File: config.mk
export PLATFORM = sky130hd
export DESIGN_NAME = nvspc_exec
export DESIGN_NICKNAME = d
export VERILOG_FILES = /design/src/pkg/nvspc_pkg.sv /design/src/pkg/nvspc_nv_if.sv /design/src/verilog/nvspc_arbiter.sv /design/src/verilog/nvspc_exec.sv
export VERILOG_INCLUDE_DIRS = /design/src /design/src/pkg
export SDC_FILE = /design/constraint.sdc
export NUM_CORES = 1
export LEC_CHECK = 0
export ABC_AREA = 1
export BUFFER_PORTS_ARGS = -buffer_cell sky130_fd_sc_hd__clkbuf_2
export CORE_ASPECT_RATIO = 0.6
export CORE_MARGIN = 5
export CORE_UTILIZATION = 40
export CTS_CLUSTER_DIAMETER = 120
export DETAILED_ROUTE_END_ITERATION = 16
export GPL_TIMING_DRIVEN = 0
export SYNTH_ARGS = -nofsm -noshare
export SYNTH_HDL_FRONTEND = slang
export SYNTH_SLANG_ARGS = --single-unit
File: constraint.sdc
create_clock -name clk_sys -period 1.6 [get_ports clk_sys]
set_clock_uncertainty 0.1 [all_clocks]
set_input_delay 0.08 -clock clk_sys [delete_from_list [all_inputs] [get_ports clk_sys]]
set_output_delay 0.08 -clock clk_sys [all_outputs]
set_load 0.1 [all_outputs]
File: src/pkg/nvspc_regs.svh
/*
 Constants for the store and patch command executor.
 Assumes inclusion by bare name from the executor and testbench modules.
*/
`ifndef NVSPC_REGS_SVH
`define NVSPC_REGS_SVH
`define NVSPC_OP_STORE_ONE 8'hC6
`define NVSPC_OP_PATCH_LONG 8'h8A
`define NVSPC_OP_PATCH_WORD 8'h8B
`define NVSPC_OP_WRITE_REG 8'h9A
`define NVSPC_INDIRECT_REG 8'h0A
`define NVSPC_ERR_BIT_A 12
`define NVSPC_ERR_BIT_B 14
`define NVSPC_OK_BIT 15
`endif

File: src/pkg/nvspc_pkg.sv
/*
 Types for the store and patch command executor.
 Assumes nvspc_regs.svh on the include path.
*/
package nvspc_pkg;
   typedef enum logic [1:0] {NVSPC_OWN_NONE, NVSPC_OWN_T1, NVSPC_OWN_T2} nvspc_owner_t;
   typedef enum {NVSPC_IDLE, NVSPC_SUM, NVSPC_NV_LO, NVSPC_NV_HI, NVSPC_NV_SUM, NVSPC_PB_LO, NVSPC_PB_HI,
      NVSPC_DONE} nvspc_state_t;
endpackage

File: src/pkg/nvspc_nv_if.sv
/*
 Carrier between the executor and its memory arbiter.
 Assumes one clock shared by both ends.
*/
`timescale 1ns/100ps
interface nvspc_nv_if;
   logic req1;
   logic req2;
   logic rel;
   logic grant1;
   logic grant2;
   modport arb (input req1, input req2, input rel, output grant1, output grant2);
   modport user (output req1, output req2, output rel, input grant1, input grant2);
endinterface

File: src/verilog/nvspc_arbiter.sv
/*
 Single-owner grant of the non-volatile memory to one of two threads.
 Assumes requests hold until granted and a release pulse ends ownership.
*/
`timescale 1ns/100ps
module nvspc_arbiter
   import nvspc_pkg::*;
(
   // Clock and reset
   input wire logic clk_sys,
   input wire logic rst,
   // Requests and grants
   nvspc_nv_if.arb nv
);
   nvspc_owner_t owner_q;

   always_ff @(posedge clk_sys) begin
      if (rst) begin
         owner_q <= NVSPC_OWN_NONE;
      end else if (owner_q == NVSPC_OWN_NONE) begin
         // Thread 1 first on a tie; the other waits automatically
         if (nv.req1) begin
            owner_q <= NVSPC_OWN_T1;
         end else if (nv.req2) begin
            owner_q <= NVSPC_OWN_T2;
         end
      end else if (nv.rel) begin
         owner_q <= NVSPC_OWN_NONE;
      end
   end

   assign nv.grant1 = (owner_q == NVSPC_OWN_T1);
   assign nv.grant2 = (owner_q == NVSPC_OWN_T2);

   a_grant_exclusive: assert property (@(posedge clk_sys) disable iff (rst) !(nv.grant1 && nv.grant2))
      else $error("both threads hold memory");
   a_grant_idle_take: assert property (@(posedge clk_sys) disable iff (rst)
      (!nv.grant1 && !nv.grant2 && nv.req1) |=> nv.grant1)
      else $error("free memory not granted");
endmodule // nvspc_arbiter

File: src/verilog/nvspc_exec.sv
/*
 Executes store-one-register-to-NV, program patch longword/word and register write.
 Assumes a decoded command pulse, register file read port, NV and program buffer
 word write ports that accept one word per cycle.
*/
// What this block does
// Store command writes register data and its checksum to NV memory.
// Single store uses the multi-store procedure with a count of one.
// Stored layout is readable by single load or multi load of one.
// Only one thread owns NV memory; the other stalls until free.
// Host sends unit, opcode 198, register and NV address: three words.
// Longword patch writes a register's 32 bits into the program buffer.
// Longword patch fills the given location and the next one.
// Word patch writes only the register's low 16 bits at one location.
// Patches copy data with no range check.
// Opcode 154 writes a 32-bit value into the selected register.
// Negative register number continues on error and reports via status bit.
// NV address zero takes the real address from register 10.
// Protected NV write gives command error and sets status bits 12 and 14.
// Every command answers with an acknowledgement and no payload.
`timescale 1ns/100ps
`include "nvspc_regs.svh"
module nvspc_exec
   import nvspc_pkg::*;
#(
   parameter int ADDR_W = 16,
   parameter int PROT_LIMIT = 16
) (
   // Clock and reset
   input wire logic clk_sys,
   input wire logic rst,
   // Command in
   input wire logic cmdValid,
   output logic cmdReady,
   input wire logic cmdThread,
   input wire logic [7:0] cmdOpcode,
   input wire logic signed [15:0] cmdRegNum,
   input wire logic [15:0] cmdAddr,
   input wire logic [31:0] cmdData,
   // Completion
   output logic ackPulse,
   output logic cmdError,
   output logic haltReq,
   output logic [15:0] internal_status_word,
   // Register file
   output logic [7:0] regRdAddr,
   input wire logic [31:0] regRdData,
   output logic regWrEn,
   output logic [7:0] regWrAddr,
   output logic [31:0] regWrData,
   // NV memory
   output logic nvWrEn,
   output logic [ADDR_W-1:0] nvWrAddr,
   output logic [15:0] nvWrData,
   // Program buffer
   output logic pbWrEn,
   output logic [ADDR_W-1:0] pbWrAddr,
   output logic [15:0] pbWrData
);
   if (ADDR_W < 16 || PROT_LIMIT < 0) begin : g_bad_params
      $error("nvspc_exec: bad parameters");
   end

   nvspc_nv_if nv();
   nvspc_state_t state_q;
   logic [7:0] op_q;
   logic thread_q;
   logic suppress_q;
   logic [7:0] reg_q;
   logic [ADDR_W-1:0] addr_q;
   logic [31:0] data_q;
   logic [15:0] sum_q;
   logic waitGrant;
   logic granted;
   logic readIndirect;

   nvspc_arbiter u_arb (
      .clk_sys(clk_sys),
      .rst(rst),
      .nv(nv.arb)
   );

   assign granted = thread_q ? nv.grant2 : nv.grant1;
   assign waitGrant = (state_q == NVSPC_SUM) && !granted;
   assign nv.req1 = (state_q == NVSPC_SUM) && !thread_q;
   assign nv.req2 = (state_q == NVSPC_SUM) && thread_q;
   assign nv.rel = (state_q == NVSPC_NV_SUM);
   assign cmdReady = (state_q == NVSPC_IDLE);
   assign regRdAddr = readIndirect ? `NVSPC_INDIRECT_REG : reg_q;

   // Command capture
   always_ff @(posedge clk_sys) begin
      if (rst) begin
         op_q <= 8'h00;
         thread_q <= 1'b0;
         suppress_q <= 1'b0;
         reg_q <= 8'h00;
         addr_q <= '0;
         data_q <= 32'h00000000;
      end else if (cmdValid && cmdReady) begin
         op_q <= cmdOpcode;
         thread_q <= cmdThread;
         suppress_q <= cmdRegNum[15];
         reg_q <= cmdRegNum[15] ? 8'(-cmdRegNum) : cmdRegNum[7:0];
         addr_q <= ADDR_W'(cmdAddr);
         data_q <= cmdData;
      end else if (readIndirect) begin
         addr_q <= ADDR_W'(regRdData[15:0]);
      end else if (state_q == NVSPC_SUM && granted) begin
         data_q <= regRdData;
      end else if (state_q == NVSPC_PB_LO) begin
         data_q <= regRdData;
      end
   end

   // Sequencer
   always_ff @(posedge clk_sys) begin
      if (rst) begin
         state_q <= NVSPC_IDLE;
      end else begin
         case (state_q)
            NVSPC_IDLE: begin
               if (cmdValid) begin
                  case (cmdOpcode)
                     `NVSPC_OP_STORE_ONE: state_q <= NVSPC_SUM;
                     `NVSPC_OP_PATCH_LONG, `NVSPC_OP_PATCH_WORD: state_q <= NVSPC_PB_LO;
                     default: state_q <= NVSPC_DONE;
                  endcase
               end
            end
            NVSPC_SUM: if (granted) state_q <= NVSPC_NV_LO;
            NVSPC_NV_LO: state_q <= NVSPC_NV_HI;
            NVSPC_NV_HI: state_q <= NVSPC_NV_SUM;
            NVSPC_NV_SUM: state_q <= NVSPC_DONE;
            NVSPC_PB_LO: state_q <= NVSPC_PB_HI;
            NVSPC_PB_HI: state_q <= NVSPC_DONE;
            NVSPC_DONE: state_q <= NVSPC_IDLE;
            default: state_q <= NVSPC_IDLE;
         endcase
      end
   end

   // Indirect address lives in register 10; the grant is never same-cycle, so the first wait reads it
   assign readIndirect = (state_q == NVSPC_SUM) && !granted && (addr_q == '0);

   // Checksum: one's complement of the word sum, so loads can verify
   always_ff @(posedge clk_sys) begin
      if (rst) begin
         sum_q <= 16'h0000;
      end else if (state_q == NVSPC_NV_LO) begin
         sum_q <= 16'(~(data_q[15:0] + data_q[31:16]));
      end
   end

   logic protHit;
   assign protHit = (nvWrAddr < ADDR_W'(PROT_LIMIT));

   a_no_prot_write: assert property (@(posedge clk_sys) disable iff (rst) nvWrEn |-> !protHit)
      else $error("write into protected memory");

   // NV word writes: low, high, checksum in that order
   always_ff @(posedge clk_sys) begin
      if (rst) begin
         nvWrEn <= 1'b0;
         nvWrAddr <= '0;
         nvWrData <= 16'h0000;
      end else begin
         nvWrEn <= 1'b0;
         case (state_q)
            NVSPC_NV_LO: begin
               nvWrEn <= (addr_q >= ADDR_W'(PROT_LIMIT));
               nvWrAddr <= addr_q;
               nvWrData <= data_q[15:0];
            end
            NVSPC_NV_HI: begin
               nvWrEn <= (addr_q >= ADDR_W'(PROT_LIMIT));
               nvWrAddr <= addr_q + ADDR_W'(1);
               nvWrData <= data_q[31:16];
            end
            NVSPC_NV_SUM: begin
               nvWrEn <= (addr_q >= ADDR_W'(PROT_LIMIT));
               nvWrAddr <= addr_q + ADDR_W'(2);
               nvWrData <= sum_q;
            end
            default: nvWrEn <= 1'b0;
         endcase
      end
   end

   // Program buffer patch, no range check on the data
   always_ff @(posedge clk_sys) begin
      if (rst) begin
         pbWrEn <= 1'b0;
         pbWrAddr <= '0;
         pbWrData <= 16'h0000;
      end else begin
         pbWrEn <= 1'b0;
         if (state_q == NVSPC_PB_HI) begin
            pbWrEn <= 1'b1;
            pbWrAddr <= addr_q;
            pbWrData <= data_q[15:0];
         end else if (state_q == NVSPC_DONE && op_q == `NVSPC_OP_PATCH_LONG) begin
            pbWrEn <= 1'b1;
            pbWrAddr <= addr_q + ADDR_W'(1);
            pbWrData <= data_q[31:16];
         end
      end
   end

   // Register write for opcode 154
   always_ff @(posedge clk_sys) begin
      if (rst) begin
         regWrEn <= 1'b0;
         regWrAddr <= 8'h00;
         regWrData <= 32'h00000000;
      end else begin
         regWrEn <= (state_q == NVSPC_DONE) && (op_q == `NVSPC_OP_WRITE_REG);
         regWrAddr <= reg_q;
         regWrData <= data_q;
      end
   end

   // Acknowledge and status
   logic errNow;
   assign errNow = (state_q == NVSPC_DONE) && (op_q == `NVSPC_OP_STORE_ONE) && (addr_q < ADDR_W'(PROT_LIMIT));

   always_ff @(posedge clk_sys) begin
      if (rst) begin
         ackPulse <= 1'b0;
         cmdError <= 1'b0;
         haltReq <= 1'b0;
         internal_status_word <= 16'h0000;
      end else begin
         ackPulse <= (state_q == NVSPC_DONE);
         cmdError <= errNow;
         haltReq <= errNow && !suppress_q;
         if (state_q == NVSPC_DONE && op_q == `NVSPC_OP_STORE_ONE) begin
            internal_status_word[`NVSPC_OK_BIT] <= errNow;
            if (errNow) begin
               internal_status_word[`NVSPC_ERR_BIT_A] <= 1'b1;
               internal_status_word[`NVSPC_ERR_BIT_B] <= 1'b1;
            end
         end
      end
   end

   a_ack_after_done: assert property (@(posedge clk_sys) disable iff (rst)
      (state_q == NVSPC_DONE) |=> ackPulse)
      else $error("no ack after command");
   a_store_three_writes: assert property (@(posedge clk_sys) disable iff (rst)
      (state_q == NVSPC_NV_LO && addr_q >= ADDR_W'(PROT_LIMIT)) |=> nvWrEn [*3])
      else $error("store not three words");
   a_sum_checks: assert property (@(posedge clk_sys) disable iff (rst)
      (nvWrEn && state_q == NVSPC_DONE) |-> nvWrData == 16'(~($past(nvWrData) + $past(nvWrData, 2))))
      else $error("checksum mismatch");
   a_protect_error: assert property (@(posedge clk_sys) disable iff (rst)
      errNow |=> cmdError && internal_status_word[12] && internal_status_word[14])
      else $error("protected write not flagged");
   a_no_halt_suppr: assert property (@(posedge clk_sys) disable iff (rst)
      (errNow && suppress_q) |=> !haltReq)
      else $error("halt despite negative register");
   a_word_patch_one: assert property (@(posedge clk_sys) disable iff (rst)
      (state_q == NVSPC_DONE && op_q == `NVSPC_OP_PATCH_WORD) |=> !pbWrEn)
      else $error("word patch wrote twice");
   a_long_patch_next: assert property (@(posedge clk_sys) disable iff (rst)
      (pbWrEn && op_q == `NVSPC_OP_PATCH_LONG && state_q == NVSPC_DONE) |=>
      pbWrEn && pbWrAddr == $past(pbWrAddr) + ADDR_W'(1))
      else $error("longword patch not consecutive");
   a_reg_write: assert property (@(posedge clk_sys) disable iff (rst)
      (state_q == NVSPC_DONE && op_q == `NVSPC_OP_WRITE_REG) |=> regWrEn && regWrData == $past(data_q))
      else $error("register write missing");
endmodule // nvspc_exec

# After elaboration in Yosys (flattened, before gate mapping)
# Index checks and enable logic that the tools add are counted.
[totals]
wordCells = 111
in_bits = 108
register_bits = 228
output_inout_bits = 135
[op_classes]
addsub = 4
eq_ne = 24
magnitude_cmp = 2
reduce_logical = 31
bitwise = 2
muxes = 25
[op_table]
columns = ["op", "count"]
rows = [
  ["$mux W32", 6],
  ["$pmux W32 S6", 1],
  ["$eq A32 B3 Y1 const B", 4],
  ["$eq A32 B4 Y1 const B", 4],
  ["$eq A32 B2 Y1 const B", 3],
  ["$mux W16", 6],
  ["$pmux W16 S3", 2],
  ["$logic_not A32 Y1", 2],
  ["$eq A8 B8 Y1 const B", 6],
  ["$eq A32 B1 Y1 const B", 1],
  ["$add A16 B1 Y16 const B", 1],
  ["$add A16 B16 Y16", 1],
  ["$add A16 B2 Y16 const B", 1],
  ["$ge A16 B5 Y1 const B", 1],
  ["$logic_not A16 Y1", 1],
  ["$lt A16 B5 Y1 const B", 1],
  ["$mux W8", 2],
  ["$not A16 Y16", 1],
  ["$logic_and A1 B1 Y1", 11],
  ["$mux W2", 4],
  ["$neg A8 Y8", 1],
  ["$reduce_and A2 Y1", 4],
  ["$pmux W3 S2", 1],
  ["$reduce_bool A2 Y1", 3],
  ["other kinds (12)", 20],
]

# Logic depth before layout (Yosys ltp)
[depth]
ltp_word = 7
ltp_mapped = 12
ltp_nobuf = 12

# Cells and area by module
# Synthesis repeated with hierarchy kept, for this count alone.
[hier_totals]
cells_unflattened = 1458
area_unflattened_um2 = 9888.2
[by_module_without_submodules]
columns = ["module", "instances", "cells_per_inst", "area_each_um2", "seq_area_each_um2"]
rows = [
  ["nvspc_exec", 1, 1440, 9783.1, 3943.8],
  ["nvspc_arbiter", 1, 18, 105.1, 40.0],
]

# Worst setup path before layout
# No wires, ideal clock.
[synth_timing]
path_kind = "flip-flop to output port"
from = "register addr_q[0]"
to = "output regRdAddr[0]"
required_time_ps = 1420
setup_slack_ps = -1145
stages_incl_launch_ff = 10
arrival_ps = 2565
n_path_buf = 2
cell_sequence = "dfxtp_1 -> buf_2 -> inv_1 -> ha_1 -> nand3_1 -> inv_1 -> nand3_4 -> buf_2 -> inv_1 -> nor2_1"
[synth_between]
elab_chain_len = 3
[synth_lines]
columns = ["item", "line_no", "text"]
rows = [
  ["start, declared", "nvspc_exec.sv:70", "logic [ADDR_W-1:0] addr_q;"],
  ["start signal, assigned", "nvspc_exec.sv:105", "addr_q <= ADDR_W'(cmdAddr);"],
  ["start signal, assigned", "nvspc_exec.sv:108", "addr_q <= ADDR_W'(regRdData[15:0]);"],
  ["$logic_not A16 Y1", "nvspc_exec.sv:144", "assign readIndirect = (state_q == NVSPC_SUM) && !granted && (addr_q == '0);"],
  ["$logic_and A1 B1 Y1", "nvspc_exec.sv:144", ""],
  ["$mux W8", "nvspc_exec.sv:89", "assign regRdAddr = readIndirect ? `NVSPC_INDIRECT_REG : reg_q;"],
  ["end, declared", "nvspc_exec.sv:46", "output logic [7:0] regRdAddr,"],
]
# Every way passes these cells.

# Final worst setup path
[layout_timing]
from = "register addr_q[1]"
to = "output regRdAddr[2]"
# The elaborated chain is that of the path after synthesis.

==> impl_metrics.env <==
export IMPL_ys_seq_area_share_pct=39.56
export IMPL_crit_path_end_kind="output port"
export IMPL_worstPathRequired_ns=1.42
export IMPL_clock_latency_ns=0.45
export IMPL_wl_per_cell_um=20.69
export IMPL_startpoint="addr_q[1]"
export IMPL_final_hold_viol_count=0
export IMPL_postRouteAntennaNets=0
export IMPL_place_congestion=0.9735
export IMPL_synth_cells=1481
export IMPL_synth_top_cell_area_share_pct=39.56
export IMPL_dpl_hpwl_mm=32.15
export IMPL_rows=45
export IMPL_cap_violations=0
export IMPL_post_route_period_util_pct=138.9
export IMPL_crit_end="regRdAddr[2]"
export IMPL_setup_tns_final_ns=-22.41
export IMPL_numCtsBuffers=17
export IMPL_regToRegSetupSlack_ns=-0.31
export IMPL_synth_flop_cell="dfxtp_1"
export IMPL_crit_fanout=5
export IMPL_rsz0062_at_grt="true"
export IMPL_synthAdderAreaFrac_pct=2.684
export IMPL_path_clk_slew_ns=0.07
export IMPL_r2r_start="addr_q[1]"
export IMPL_peakVddDrop_mv=1.040
export IMPL_swShare_pct=52.79
export IMPL_seq_power_share_pct=26.2
export IMPL_avgSynthCellArea_um2=6.799
export IMPL_cts_tree="done"
export IMPL_cts_sinks=199
export IMPL_area_growth_syn_to_layout_pct=50.61
export IMPL_synth_compound_area_share_pct=15.47
export IMPL_p_total_uw=30390
export IMPL_fill_cells=2318
export IMPL_synth_area_leaders="dfxtp_1 (40%), nand2_1 (14%), nor2_1 (7.0%), inv_1 (6.2%), o21ai_0 (5.6%)"
export IMPL_crit_arrival_ns=2.04
export IMPL_rr_endpoint="pbWrAddr[15]"
export IMPL_synth_xor_area_share_pct=1.218
export IMPL_synthesis_area_um2=10070
export IMPL_antenna_found_initial=1
export IMPL_timing_fmax_ghz=0.4501
export IMPL_layout_commonest_cell="nand2_1"
export IMPL_nNetsFinal=2021
export IMPL_cp_start_kind="flop"
export IMPL_start_util_pct=40.19
export IMPL_p_int_uw=14350
export IMPL_pre_cts_ws_ns=-0.7078
export IMPL_pwr_share_clk_pct=15.2
export IMPL_p_switching_uw=16040
export IMPL_grt_pass1_vias=11370
export IMPL_hp_class="primary input to flop"
export IMPL_violations="setup timing"
export IMPL_r2r_cells=10
export IMPL_synth_edf_count=0
export IMPL_final_cell_mix="nand2_1 (321), clkbuf_2 (217), nor2_1 (165)"
export IMPL_drive_above_1_share_pct=32.72
export IMPL_io_buffers=222
export IMPL_ioPinCount=243
export IMPL_timing_final_ws_setup_ns=-0.6216
export IMPL_track_usage_pct=31.40
export IMPL_p_per_area_nw_per_um2=2004
export IMPL_synthSimpleGateAreaFrac_pct=29.06
export IMPL_die_h_um=132.9
export IMPL_drt_iter0_markers=1203
export IMPL_clock_root_buffer="clkbuf_16"
export IMPL_drc=0
export IMPL_htreeDepth=4
export IMPL_synth_top_family_by_area="simple AND/OR/NAND/NOR gates"
export IMPL_slew_limit_headroom_pct=26.80
export IMPL_die_w_um=214.8
export IMPL_ys_ff_latch=199
export IMPL_setup_viol=135
export IMPL_pwr_share_comb_pct=58.6
export IMPL_synth_largest_area_cell="dfxtp_1"
export IMPL_critPathKind="flop to output port"
export IMPL_worstMarginPinSlew_ns=1.098
export IMPL_drt_pre_antenna_iters=5
export IMPL_routed_wl_mm=46.23
export IMPL_status="complete, but fails checks"
export IMPL_grt_overflow_total=0
export IMPL_num_vias=11670
export IMPL_grt_max_degree=18
export IMPL_synth_cell_types=44
export IMPL_ys_warn_count=0
export IMPL_power_leakage_uw=0.006978
export IMPL_finalCriticalPeriod_ns=2.222
export IMPL_dieArea_um2=28550
export IMPL_grt_pass1_wl_mm=68.38
export IMPL_synth_mux_area_share_pct=0
export IMPL_clockBufferDepth=2
export IMPL_core_area_um2=25060
export IMPL_async_flop_share_pct=0
export IMPL_vias_per_cell=5.222
export IMPL_slew_viol_final=0
[registers in the layout, summed over array words and instances (netlist names), 2 cells and up]
| signal | cells |
|---|---|
| data_q | 32 |
| regWrData | 32 |
| addr_q | 16 |
| nvWrAddr | 16 |
| nvWrData | 16 |
| pbWrAddr | 16 |
| pbWrData | 16 |
| sum_q | 16 |
| op_q | 8 |
| regWrAddr | 8 |
| reg_q | 8 |
| state_q | 3 |
| internal_status_word | 2 |
| u_arb.owner_q | 2 |
[cells by family after synthesis]
| family | count (synthesis) |
|---|---|
| AND/OR/NAND/NOR | 693 |
| adder cells (fa/ha/maj) | 21 |
| other | 1 |
| buffers and inverters | 268 |
| XOR/XNOR | 14 |
| AO/OA/AOI/OAI | 285 |
| flip-flops | 199 |
[power by group through the flow]
stage	Sequential, uW	Combinational [uW]	Clock, uW
finish	7960	17800	4610
global route	8070	18700	4840
CTS	7830	16900	4660
detailed placement	7690	14400	0
global placement	7680	14300	0
floorplan	11700	6690	0
[through the flow]
stage	utilization, %	cells	instance area, um^2	hold WS, ns
6_report	60.53	2234	15170	0.3019
5_1_grt	60.53	2234	15170	0.3277
4_1_cts	59.13	2219	14810	0.2597
3_5_place_dp	47.17	2044	11820	0.2554
3_3_place_gp	47.17	2044	11820	0.2452
2_1_floorplan	-	1493	10290	0.1287
[synthesized netlist by cell type, types with 3 or more instances]
| cell type | instances |
|---|---|
| buf_4 | 27 |
| buf_6 | 6 |
| clkbuf_1 | 24 |
| nand3b_1 | 3 |
| a22oi_1 | 15 |
| inv_1 | 167 |
| nand4_1 | 12 |
| a21oi_1 | 108 |
| dfxtp_1 | 199 |
| a31oi_1 | 9 |
| xor2_1 | 12 |
| nand3_1 | 83 |
| nand2_2 | 14 |
| nand2_4 | 3 |
| o211ai_1 | 3 |
| nand2_1 | 364 |
| or2_2 | 5 |
| inv_2 | 9 |
| buf_1 | 4 |
| buf_2 | 29 |
| ha_1 | 20 |
| o21ai_1 | 8 |
| nor2_1 | 189 |
| a21oi_2 | 10 |
| nor3_1 | 8 |
| o22ai_1 | 14 |
| o21ai_0 | 112 |
[worst min path at each step]
| stage | from | end | slack [ns] | cells past startpoint |
|---|---|---|---|---|
| after floorplan | cmdOpcode[4] | op_q[4] | 0.13 | 2 |
| after detailed placement | cmdOpcode[4] | op_q[4] | 0.26 | 3 |
| after global routing | rst | data_q[23] | 0.33 | 5 |
| final | rst | data_q[9] | 0.30 | 5 |
| after global placement | cmdOpcode[4] | op_q[4] | 0.25 | 3 |
| after CTS | rst | data_q[9] | 0.26 | 5 |
[final cells by class]
class                           count  area (um^2)  share of cell area, %
Timing Repair Buffer              389         2893                  19.07
Tap cell                          329        411.6                  2.714
Clock buffer                       19        442.9                  2.921
Buffer                             82        689.4                  4.546
Sequential cell                   199         4128                  27.22
Antenna cell                        1        2.502                0.01650
Multi-Input combinational cell   1026         5725                  37.75
Inverter                          177        705.7                  4.653
Clock inverter                     12        167.7                  1.106
[metal layers]
layer  global-route usage, %  up-vias  wire length, um
met1                   45.15     5422            21500
li1                        -     5530                -
met5                       0        -                0
met4                   9.010        0             1041
met2                   42.18      633            17400
met3                   13.67       80             6286
[worst max-delay path, cell delays in order (launching register included)]
cell and delay, ns:
dfxtp_4 0.39, clkinvlp_4 0.12, ha_4 0.19, nand3_2 0.06
inv_2 0.04, nand3_4 0.09, buf_8 0.12, clkinvlp_4 0.10
buf_12 0.16, nor2_4 0.10, clkbuf_16 0.21
[what timing repair did]
action,4_1_cts,5_1_grt
endpoints found under the hold margin,73,0
endpoints found under the setup margin,154,161
buffers inserted,48,20
gates cloned,2,0
hold buffers,100,0
pin swaps,30,20
resized for setup,264,84
Note: power is estimated with default switching activity, not from simulation.
